$ cat config.mk
export PLATFORM = sky130hd
export DESIGN_NAME = fdp_top
export DESIGN_NICKNAME = d
export VERILOG_FILES = /design/src/rtl/fdp_pkg.sv /design/src/rtl/fdp_sync.sv /design/src/rtl/fdp_top.sv
export SDC_FILE = /design/constraint.sdc
export NUM_CORES = 1
export LEC_CHECK = 0
export ABC_AREA = 1
export BUFFER_PORTS_ARGS = -buffer_cell sky130_fd_sc_hd__buf_2
export CORE_MARGIN = 2
export CORE_UTILIZATION = 51
export DETAILED_ROUTE_END_ITERATION = 6
export HOLD_SLACK_MARGIN = 0.06
export PLACE_DENSITY = 0.81
export SLEW_MARGIN = 10
export SYNTH_ARGS = -nofsm -noshare
export SYNTH_HDL_FRONTEND = slang
export SYNTH_SLANG_ARGS = --single-unit
$ cat constraint.sdc
create_clock -name CLK -period 3.1 [get_ports CLK]
set_input_delay 0.62 -clock CLK [delete_from_list [all_inputs] [get_ports CLK]]
set_output_delay 0.62 -clock CLK [all_outputs]
set_load 0.03 [all_outputs]
$ cat src/rtl/fdp_pkg.sv
// package: register map, field positions and reset values for the floppy pin control
package fdp_pkg;
    localparam logic [3:0] ADDR_DOR     = 4'h2;
    localparam logic [3:0] ADDR_DSR     = 4'h4;
    localparam logic [3:0] ADDR_DIN     = 4'h7;
    localparam logic [3:0] ADDR_CCR     = 4'h7;
    localparam logic [3:0] ADDR_FCFG    = 4'h8;
    localparam logic [3:0] ADDR_HEAD    = 4'h9;
    localparam logic [3:0] ADDR_MODE    = 4'hA;
    localparam logic [3:0] ADDR_DMA     = 4'hB;
    localparam int DOR_SEL_LSB    = 0;
    localparam int DOR_RESET_N    = 2;
    localparam int DOR_DMA_EN     = 3;
    localparam int DIN_CHG_BIT    = 7;
    localparam int FCFG_DENS_POL  = 5;
    localparam int FCFG_FOUR_DRV  = 7;
    localparam int HEAD_SIDE      = 0;
    localparam int HEAD_SEEK      = 1;
    localparam int HEAD_INWARD    = 2;
    localparam int HEAD_RW        = 3;
    localparam int MODE_READ_GATE_DIAG     = 0;
    localparam int DMA_CH_LSB     = 0;
    localparam int DMA_REQ        = 2;
    localparam logic [7:0] DOR_RESET  = 8'h00;
    localparam logic [7:0] FCFG_RESET = 8'h00;
    localparam logic [7:0] HEAD_RESET = 8'h00;
    localparam logic [7:0] MODE_RESET = 8'h00;
    localparam logic [7:0] DMA_RESET  = 8'h00;
    localparam logic [1:0] RATE_RESET = 2'h2;
endpackage

$ cat src/rtl/fdp_sync.sv
// two flip-flop synchroniser for pin inputs
`timescale 1ns/100ps
`default_nettype none
module fdp_sync #(
    parameter int W = 1
) (
    input  wire logic         CLK,
    input  wire logic         RST,
    input  wire logic [W-1:0] D,
    output logic      [W-1:0] Q
);
    logic [W-1:0] meta_ff;
    logic [W-1:0] sync_ff;
    always_ff @(posedge CLK) begin
        if (RST) begin
            meta_ff <= '0;
            sync_ff <= '0;
        end else begin
            meta_ff <= D;
            sync_ff <= meta_ff;
        end
    end
    assign Q = sync_ff;
endmodule
`default_nettype wire

$ cat src/rtl/fdp_top.sv
// floppy drive pin control: drive-side outputs, disk change sense and DMA request
//
// Contract
// - during seek, direction output active steps inward, inactive steps outward.
// - direction output held inactive while a read or write is in progress.
// - two active-low drive select lines decoded from output register bits 0,1.
// - configuration bit 7 set encodes the two select lines to address four drives.
// - data rate output follows bit 0 of last written rate register.
// - disk change input sampled and readable in the digital input register.
// - mode setting reassigns disk change input as read gate diagnostic input.
// - active-high DMA request driven on one of four selectable lines.
// - density output shows high versus low rate, polarity from configuration bit 5.
// - head side output low selects side 1, inactive selects side 0.
//
// The implementer's own choices: the register offsets and the address-and-strobe port.
`timescale 1ns/100ps
`default_nettype none
module fdp_top (
    input  wire logic       CLK,
    input  wire logic       RST,
    input  wire logic [3:0] ADDR,
    input  wire logic [7:0] WDATA,
    input  wire logic       WR,
    input  wire logic       RD,
    output logic      [7:0] RDATA,
    input  wire logic       DISK_CHANGE_IN,
    input  wire logic [3:0] DACK_N,
    input  wire logic       IORD_N,
    input  wire logic       IOWR_N,
    output logic            DIR_OUT,
    output logic      [1:0] DRIVE_SELECT_LINES_N,
    output logic            DATA_RATE_OUT,
    output logic            DENSITY_SELECT_OUT,
    output logic            HEAD_SIDE_SELECT_N,
    output logic      [3:0] DRQ,
    output logic            READ_GATE_DIAG,
    output logic            DMA_RD_STB,
    output logic            DMA_WR_STB
);
    logic [7:0] dor_ff,  nxt_dor;
    logic [7:0] fcfg_ff, nxt_fcfg;
    logic [7:0] head_ff, nxt_head;
    logic [7:0] mode_ff, nxt_mode;
    logic [7:0] dma_ff,  nxt_dma;
    logic [1:0] rate_ff, nxt_rate;
    logic [7:0] rdata_ff, nxt_rdata;
    logic       dir_ff, nxt_dir;
    logic [1:0] sel_ff, nxt_sel;
    logic       drate_ff, nxt_drate;
    logic       dens_ff, nxt_dens;
    logic       side_ff, nxt_side;
    logic [3:0] drq_ff, nxt_drq;
    logic       read_gate_diag_ff, nxt_read_gate_diag;
    logic       chg_s;
    logic [3:0] dack_s;
    logic       iord_s;
    logic       iowr_s;

    // pins from outside the clock domain pass two flops first
    fdp_sync #(.W(7)) u_sync (
        .CLK (CLK),
        .RST (RST),
        .D   ({DISK_CHANGE_IN, ~DACK_N, ~IORD_N, ~IOWR_N}),
        .Q   ({chg_s, dack_s, iord_s, iowr_s})
    );

    // one-hot-low drive select for two drives, binary for four drives
    function automatic logic [1:0] drv_decode(input logic [1:0] sel, input logic four);
        if (four) begin
            drv_decode = ~sel;
        end else if (sel == 2'h0) begin
            drv_decode = 2'h2;
        end else if (sel == 2'h1) begin
            drv_decode = 2'h1;
        end else begin
            drv_decode = 2'h3;
        end
    endfunction

    always_comb begin
        nxt_dor  = dor_ff;
        nxt_fcfg = fcfg_ff;
        nxt_head = head_ff;
        nxt_mode = mode_ff;
        nxt_dma  = dma_ff;
        nxt_rate = rate_ff;
        if (WR) begin
            if (ADDR == fdp_pkg::ADDR_DOR) begin
                nxt_dor = WDATA;
            end else if (ADDR == fdp_pkg::ADDR_DSR) begin
                nxt_rate = WDATA[1:0];
            end else if (ADDR == fdp_pkg::ADDR_CCR) begin
                nxt_rate = WDATA[1:0];
            end else if (ADDR == fdp_pkg::ADDR_FCFG) begin
                nxt_fcfg = WDATA;
            end else if (ADDR == fdp_pkg::ADDR_HEAD) begin
                nxt_head = WDATA;
            end else if (ADDR == fdp_pkg::ADDR_MODE) begin
                nxt_mode = WDATA;
            end else if (ADDR == fdp_pkg::ADDR_DMA) begin
                nxt_dma = WDATA;
            end
        end
    end

    always_comb begin
        nxt_rdata = 8'h00;
        if (RD) begin
            if (ADDR == fdp_pkg::ADDR_DOR) begin
                nxt_rdata = dor_ff;
            end else if (ADDR == fdp_pkg::ADDR_DIN) begin
                // change bit reads zero while the pin serves as read gate
                nxt_rdata = {chg_s & ~mode_ff[fdp_pkg::MODE_READ_GATE_DIAG], 7'h00};
            end else if (ADDR == fdp_pkg::ADDR_DSR) begin
                nxt_rdata = {6'h00, rate_ff};
            end else if (ADDR == fdp_pkg::ADDR_FCFG) begin
                nxt_rdata = fcfg_ff;
            end else if (ADDR == fdp_pkg::ADDR_HEAD) begin
                nxt_rdata = head_ff;
            end else if (ADDR == fdp_pkg::ADDR_MODE) begin
                nxt_rdata = mode_ff;
            end else if (ADDR == fdp_pkg::ADDR_DMA) begin
                nxt_rdata = {dma_ff[7:4], dack_s[dma_ff[1:0]], dma_ff[2:0]};
            end
        end
    end

    always_comb begin
        logic hi_rate;
        hi_rate = (rate_ff == 2'h0) | (rate_ff == 2'h3);
        // a read or write overrides any seek direction
        nxt_dir = head_ff[fdp_pkg::HEAD_SEEK] & ~head_ff[fdp_pkg::HEAD_RW]
                  & head_ff[fdp_pkg::HEAD_INWARD];
        nxt_sel = drv_decode(dor_ff[fdp_pkg::DOR_SEL_LSB +: 2],
                             fcfg_ff[fdp_pkg::FCFG_FOUR_DRV]);
        nxt_drate = rate_ff[0];
        // polarity clear drives high on a high rate, set inverts it
        nxt_dens = hi_rate ^ fcfg_ff[fdp_pkg::FCFG_DENS_POL];
        nxt_side = ~head_ff[fdp_pkg::HEAD_SIDE];
        nxt_drq = 4'h0;
        if (dma_ff[fdp_pkg::DMA_REQ] & dor_ff[fdp_pkg::DOR_DMA_EN]) begin
            nxt_drq[dma_ff[fdp_pkg::DMA_CH_LSB +: 2]] = 1'b1;
        end
        nxt_read_gate_diag = chg_s & mode_ff[fdp_pkg::MODE_READ_GATE_DIAG];
    end

    always_ff @(posedge CLK) begin
        if (RST) begin
            dor_ff   <= fdp_pkg::DOR_RESET;
            fcfg_ff  <= fdp_pkg::FCFG_RESET;
            head_ff  <= fdp_pkg::HEAD_RESET;
            mode_ff  <= fdp_pkg::MODE_RESET;
            dma_ff   <= fdp_pkg::DMA_RESET;
            rate_ff  <= fdp_pkg::RATE_RESET;
            rdata_ff <= 8'h00;
            dir_ff   <= 1'b0;
            sel_ff   <= 2'h3;
            drate_ff <= 1'b0;
            dens_ff  <= 1'b0;
            side_ff  <= 1'b1;
            drq_ff   <= 4'h0;
            read_gate_diag_ff <= 1'b0;
        end else begin
            dor_ff   <= nxt_dor;
            fcfg_ff  <= nxt_fcfg;
            head_ff  <= nxt_head;
            mode_ff  <= nxt_mode;
            dma_ff   <= nxt_dma;
            rate_ff  <= nxt_rate;
            rdata_ff <= nxt_rdata;
            dir_ff   <= nxt_dir;
            sel_ff   <= nxt_sel;
            drate_ff <= nxt_drate;
            dens_ff  <= nxt_dens;
            side_ff  <= nxt_side;
            drq_ff   <= nxt_drq;
            read_gate_diag_ff <= nxt_read_gate_diag;
        end
    end

    logic ack_sel;
    assign ack_sel = dack_s[dma_ff[fdp_pkg::DMA_CH_LSB +: 2]];
    // strobes pass only under acknowledge of the chosen channel
    assign DMA_RD_STB = ack_sel & iord_s & drq_ff != 4'h0;
    assign DMA_WR_STB = ack_sel & iowr_s & drq_ff != 4'h0;

    assign RDATA                = rdata_ff;
    assign DIR_OUT              = dir_ff;
    assign DRIVE_SELECT_LINES_N = sel_ff;
    assign DATA_RATE_OUT        = drate_ff;
    assign DENSITY_SELECT_OUT   = dens_ff;
    assign HEAD_SIDE_SELECT_N   = side_ff;
    assign DRQ                  = drq_ff;
    assign READ_GATE_DIAG       = read_gate_diag_ff;
endmodule
`default_nettype wire
Yosys cells after proc, flatten, opt, wreduce, memory -nomap -nowiden
Cells that the tools add are included.

word-level totals
  bits in read-only memories = 0
  bits in latches = 0
  output and inout port bits = 21
  memories = 0
  register bits = 75
  RAM bits = 0

operators by class
  reduce and logical (&&, ||, !) cells = 13
  multiplexer cells = 16
  add/subtract/negate cells = 0
  divide/modulo/power cells = 0
  bitwise logic cells = 26
  magnitude comparators = 2
  multipliers = 0
  eq/ne operators = 9
  shifts and indexed selects = 0

operators with widths
  kind                                                 number
  2-to-1 mux 8 bit                                     7
  == test 4 bit, second input constant                 4
  inverter 1 bit                                       13
  2-to-1 mux 2 bit                                     5
  bitwise AND 1 bit                                    9
  == test 4 x 3 -> 1 bit, second input constant        2
  AND reduction 8 bit                                  1
  AND reduction 7 bit                                  1
  AND reduction 6 bit                                  1
  AND reduction 5 bit                                  1
  == test 4 x 2 -> 1 bit, second input constant        1
  zero test 2 bit                                      2
  inverter 4 bit                                       1
  nonzero test 4 bit                                   1
  OR reduction 2 bit                                   2
  < comparator 2 x 3 -> 1 bit, second input constant   1
  AND reduction 3 bit                                  1
  binary-select mux 1 bit (select 2 bit)               1
  demux 1 bit (select 2 bit)                           1
  == test 2 x 1 -> 1 bit, second input constant        1
  == test 2 bit, second input constant                 1
  >= comparator 2 x 1 -> 1 bit, second input constant  1
  2-to-1 mux 1 bit                                     2
  inverter 2 bit                                       1
  5 further kinds                                      5

Depth between registers and ports, before layout
  depth in word-level cells = 9
  gate-level depth with buffers = 9
  mapped depth without buffers = 8

By module
From an unflattened synthesis, not the netlist that was laid out.

unflattened totals
  cells, all modules = 383
  area, all modules = 2920.3 sq um

modules (own cells, without submodules)
  module    area each (sq um)  cells an instance  seq. area each (sq um)  instances
  fdp_top   2523.7             340                1201.2                  1
  fdp_sync  396.6              43                 280.3                   1

Worst setup path before layout
No wires, ideal clock.

  kind = register -> output
  start = reg drq_ff[3] (netlist: DRQ[3])
  end = out DMA_RD_STB
  buffers on the path = 0
  stages on the path, launching flop included = 4
  path slack = 1.517 ns
  data arrival time = 0.963 ns
  data required time = 2.480 ns
  path through = dfxtp_1 > nor2_1 > nand2_1 > and3_1

on the way
  cells in the longest elaborated chain, start to end = 2

ends and longest elaborated chain
  what                      line            RTL
  start: declaration        fdp_top.sv:52   logic [3:0] drq_ff, nxt_drq;
  start signal: assignment  fdp_top.sv:176  drq_ff <= nxt_drq;
  nonzero test 4 bit        fdp_top.sv:184  assign DMA_RD_STB = ack_sel & iord_s & drq_ff != 4'h0;
  bitwise AND 1 bit         fdp_top.sv:184
  end: declaration          fdp_top.sv:37   output logic DMA_RD_STB,

No other way between the ends.

Worst setup path after layout
  start = reg dma_ff[0]
  end = out DMA_RD_STB

on the way
  cells in the longest elaborated chain, start to end = 4

ends and longest elaborated chain
  what                                    line            RTL
  start: declaration                      fdp_top.sv:44   logic [7:0] dma_ff, nxt_dma;
  start signal: assignment                fdp_top.sv:153  dma_ff <= fdp_pkg::DMA_RESET;
  start signal: assignment                fdp_top.sv:168  dma_ff <= nxt_dma;
  binary-select mux 1 bit (select 2 bit)  fdp_top.sv:182  assign ack_sel = dack_s[dma_ff[fdp_pkg::DMA_CH_LSB +: 2]];
  2-to-1 mux 1 bit (implied by the code)  fdp_top.sv:182
  bitwise AND 1 bit (2 in a row)          fdp_top.sv:184

No other way between the ends. The select of a mux whose other input is x is not followed.

==> metrics.cfg <==
[outcome]
status = complete, no violations

[timing]
slew_violations = 0
slew_headroom_pct = 55.0
max_clock_freq_mhz = 460
rsz0062_at_grt = no
fin_skew_ps = 13.0
setup_violations = 0
worstMarginPinSlew_ps = 673
hold_viol = 0
min_period_over_period_pct = 70.1
layout_min_cycle_time_ps = 2170
setup_tns_ps = 0

[synthesis]
ys_warn_count = 0
syn_avg_cell_area_um2 = 7.68
ys_seq_elements = 74
netlist_area_mm2 = 0.00290
syn-instance-count = 377
syn_nets = 400
yosysSeqAreaShare_pct = 51.1
yosysUniqueCellTypes = 24

[worst_setup_path]
reg2regPathDepth = 7
critPathTopFamily = flip-flops
cp-start-kind = flop
path_cells = inv_1 > nand3_1 > nand4_1 > and3_1 > buf_2
cp_max_fo = 6
critPathCaptureType = output pin
critical_path_class = flop to output pin
crit_cells = 5
crit_path_max_incr_delay_ps = 470
worst-path-buf-inv = 2
worst_path_max_delay_cell = dfxtp_1
worst_ep_arrival_time_ps = 1550
required_ps = 2480

[cts]
cts_sinks = 74
clockRootBuffer = clkbuf_8
clockBufferDepth = 2
cts_setup_buffers = 0
cts_resized = 0
numCtsBuffers = 9
tritoncts = yes
clock_latency_ps = 360
htreeDepth = 3
path_clk_slew_ps = 80
cts-hold-fix-buffers = 0

[final_layout]
layout.cells.non_filler = 495
layout-drive-gt1-share_pct = 19.4
areaGrowthSynthToFinish_pct = 17.2
insertedDiodeCount = 0
nNetsFinal = 441

[power]
swShare_pct = 22.6
switching_power_mw = 0.457
combinationalPowerShare_pct = 6.3
power_density_mw_per_mm2 = 595
power_mw = 2.02
p_int_mw = 1.56
ir_drop_mv = 0.373
power_frac_seq_pct = 48.4
p_clk_share_pct = 45.3
p_leak_nw = 1.36

[grt]
track_usage_pct = 23.1
grt_pass1_wl_mm = 11.0
grt_pass1_vias = 2385
antenna_found_initial = 0
grt_max_degree = 52
gr-total-overflow = 0

[floorplan]
die_area_mm2 = 0.00630
die_h_um = 79.4
start_util_pct = 52.6
coreArea_mm2 = 0.00551
num_rows = 27
pin_count = 44
die_x_um = 79.4

[route]
drc_errors = 0
routed_wl_mm = 6.78
firstDrtPassIters = 5
wire_per_inst_um = 13.7
drtIter0Drc = 219
ant_nets = 0
via_per_inst = 5.35
vias = 2646

[placed_design]
placed_cells = 479
place_congestion = 0.912
port_buffers = 43
dpl.hpwl_mm = 4.60

[worst_hold_path]
whs_path_depth = 1
hold_path_class = flop to flop

[flow_run]
max_cap_violations = 0

[layout by cell type (no fill, tap or decap), drive strengths merged, types with 3 or more instances in the layout]
master  synthesis  layout
a21oi          49      49
or2             6       6
o21ai          13      13
nand2          85      85
nor3            6       6
o211ai          8       8
dfxtp          74      74
nor2           30      30
nand3          49      49
bufinv          0       3
buf             6      45
inv            35      35
clkbuf          9      10
[cells by family (layout without fill, tap and decap cells)]
logic type | Yosys count | in the layout | share of synthesized area, %
AOI/OAI and AO/OA | 70 | 70 | 12.8
DFF | 74 | 74 | 51.1
xor gates and xnor gates | 1 | 1 | 0.302
and+or+nand+nor | 181 | 181 | 28.6
buffers and inverters | 51 | 97 | 7.17
[layer usage]
layer  global-route usage, %  part of all wire [%]
met5                       0                     0
met4                    14.3                   3.7
met3                    4.77                   6.1
met2                    35.9                    47
met1                    29.2                    43
[cell usage after synthesis]
| cell | instances | share of area (%) |
|---|---|---|
| a21oi_1 | 49 | 8.5 |
| and3_1 | 2 | 0.43 |
| buf_2 | 4 | 0.69 |
| buf_4 | 1 | 0.26 |
| buf_6 | 1 | 0.39 |
| clkbuf_1 | 9 | 1.2 |
| clkinv_1 | 1 | 0.13 |
| dfxtp_1 | 74 | 51 |
| inv_1 | 32 | 4.1 |
| inv_2 | 3 | 0.39 |
| nand2_1 | 77 | 10 |
| nand2_2 | 8 | 1.7 |
| nand3_1 | 49 | 8.5 |
| nand4_1 | 2 | 0.43 |
| nor2_1 | 27 | 3.5 |
| nor2_2 | 2 | 0.43 |
| nor2_8 | 1 | 0.69 |
| nor3_1 | 5 | 0.86 |
| nor3_4 | 1 | 0.56 |
| nor4_1 | 1 | 0.22 |
| o211ai_1 | 8 | 2.1 |
| o21ai_0 | 13 | 2.2 |
| or2_2 | 6 | 1.3 |
| xor2_1 | 1 | 0.30 |
[state kept, by name (all words and copies together), names as in the netlist]
| signal | count |
|---|---|
| RDATA | 8 |
| mode_ff | 8 |
| DRIVE_SELECT_LINES_N | 2 |
| HEAD_SIDE_SELECT_N | 1 |
| dma_ff | 7 |
| DIR_OUT | 1 |
| dor_ff | 8 |
| DENSITY_SELECT_OUT | 1 |
| u_sync.meta_ff | 7 |
| DATA_RATE_OUT | 1 |
| READ_GATE_DIAG | 1 |
| fcfg_ff | 8 |
| u_sync.Q | 7 |
| rate_ff | 2 |
| head_ff | 8 |
| DRQ | 4 |
[power groups by stage]
stage / registers (mW) / logic [mW] / clock network [mW]
3_3_place_gp: 0.999 / 0.122 / 0
2_1_floorplan: 1.01 / 0.0740 / 0
6_report: 0.978 / 0.127 / 0.915
5_1_grt: 0.980 / 0.140 / 0.962
4_1_cts: 0.978 / 0.125 / 0.926
3_5_place_dp: 1.00 / 0.125 / 0
[path summary, 6_finish.rpt]
check / startpoint / end / slack, ps
worst max-delay path: dma_ff[0] / DMA_RD_STB / 930
worst min-delay path: head_ff[0] / HEAD_SIDE_SELECT_N / 400
worst max register to register: dma_ff[0] / RDATA[3] / 1820
worst min register to register: head_ff[0] / HEAD_SIDE_SELECT_N / 400
[metrics by stage]
stage	hold slack, ps	area [um^2]	utilization, %	setup WS (ps)
floorplan	366	2900	-	1520
global placement	378	3140	57.1	958
detailed placement	380	3140	57.1	826
CTS	395	3400	61.7	917
global route	404	3400	61.7	834
finish	399	3400	61.7	926
[cell type report]
cell class | instances | area, um^2
Clock inverter | 6 | 114
Sequential cell | 74 | 1480
Clock buffer | 10 | 138
Tap cell | 72 | 90.1
Inverter | 36 | 135
Multi-Input combinational cell | 252 | 1210
Timing Repair Buffer | 45 | 230
Fill cell | 462 | 2110
Power figures use the tool's default switching activity.
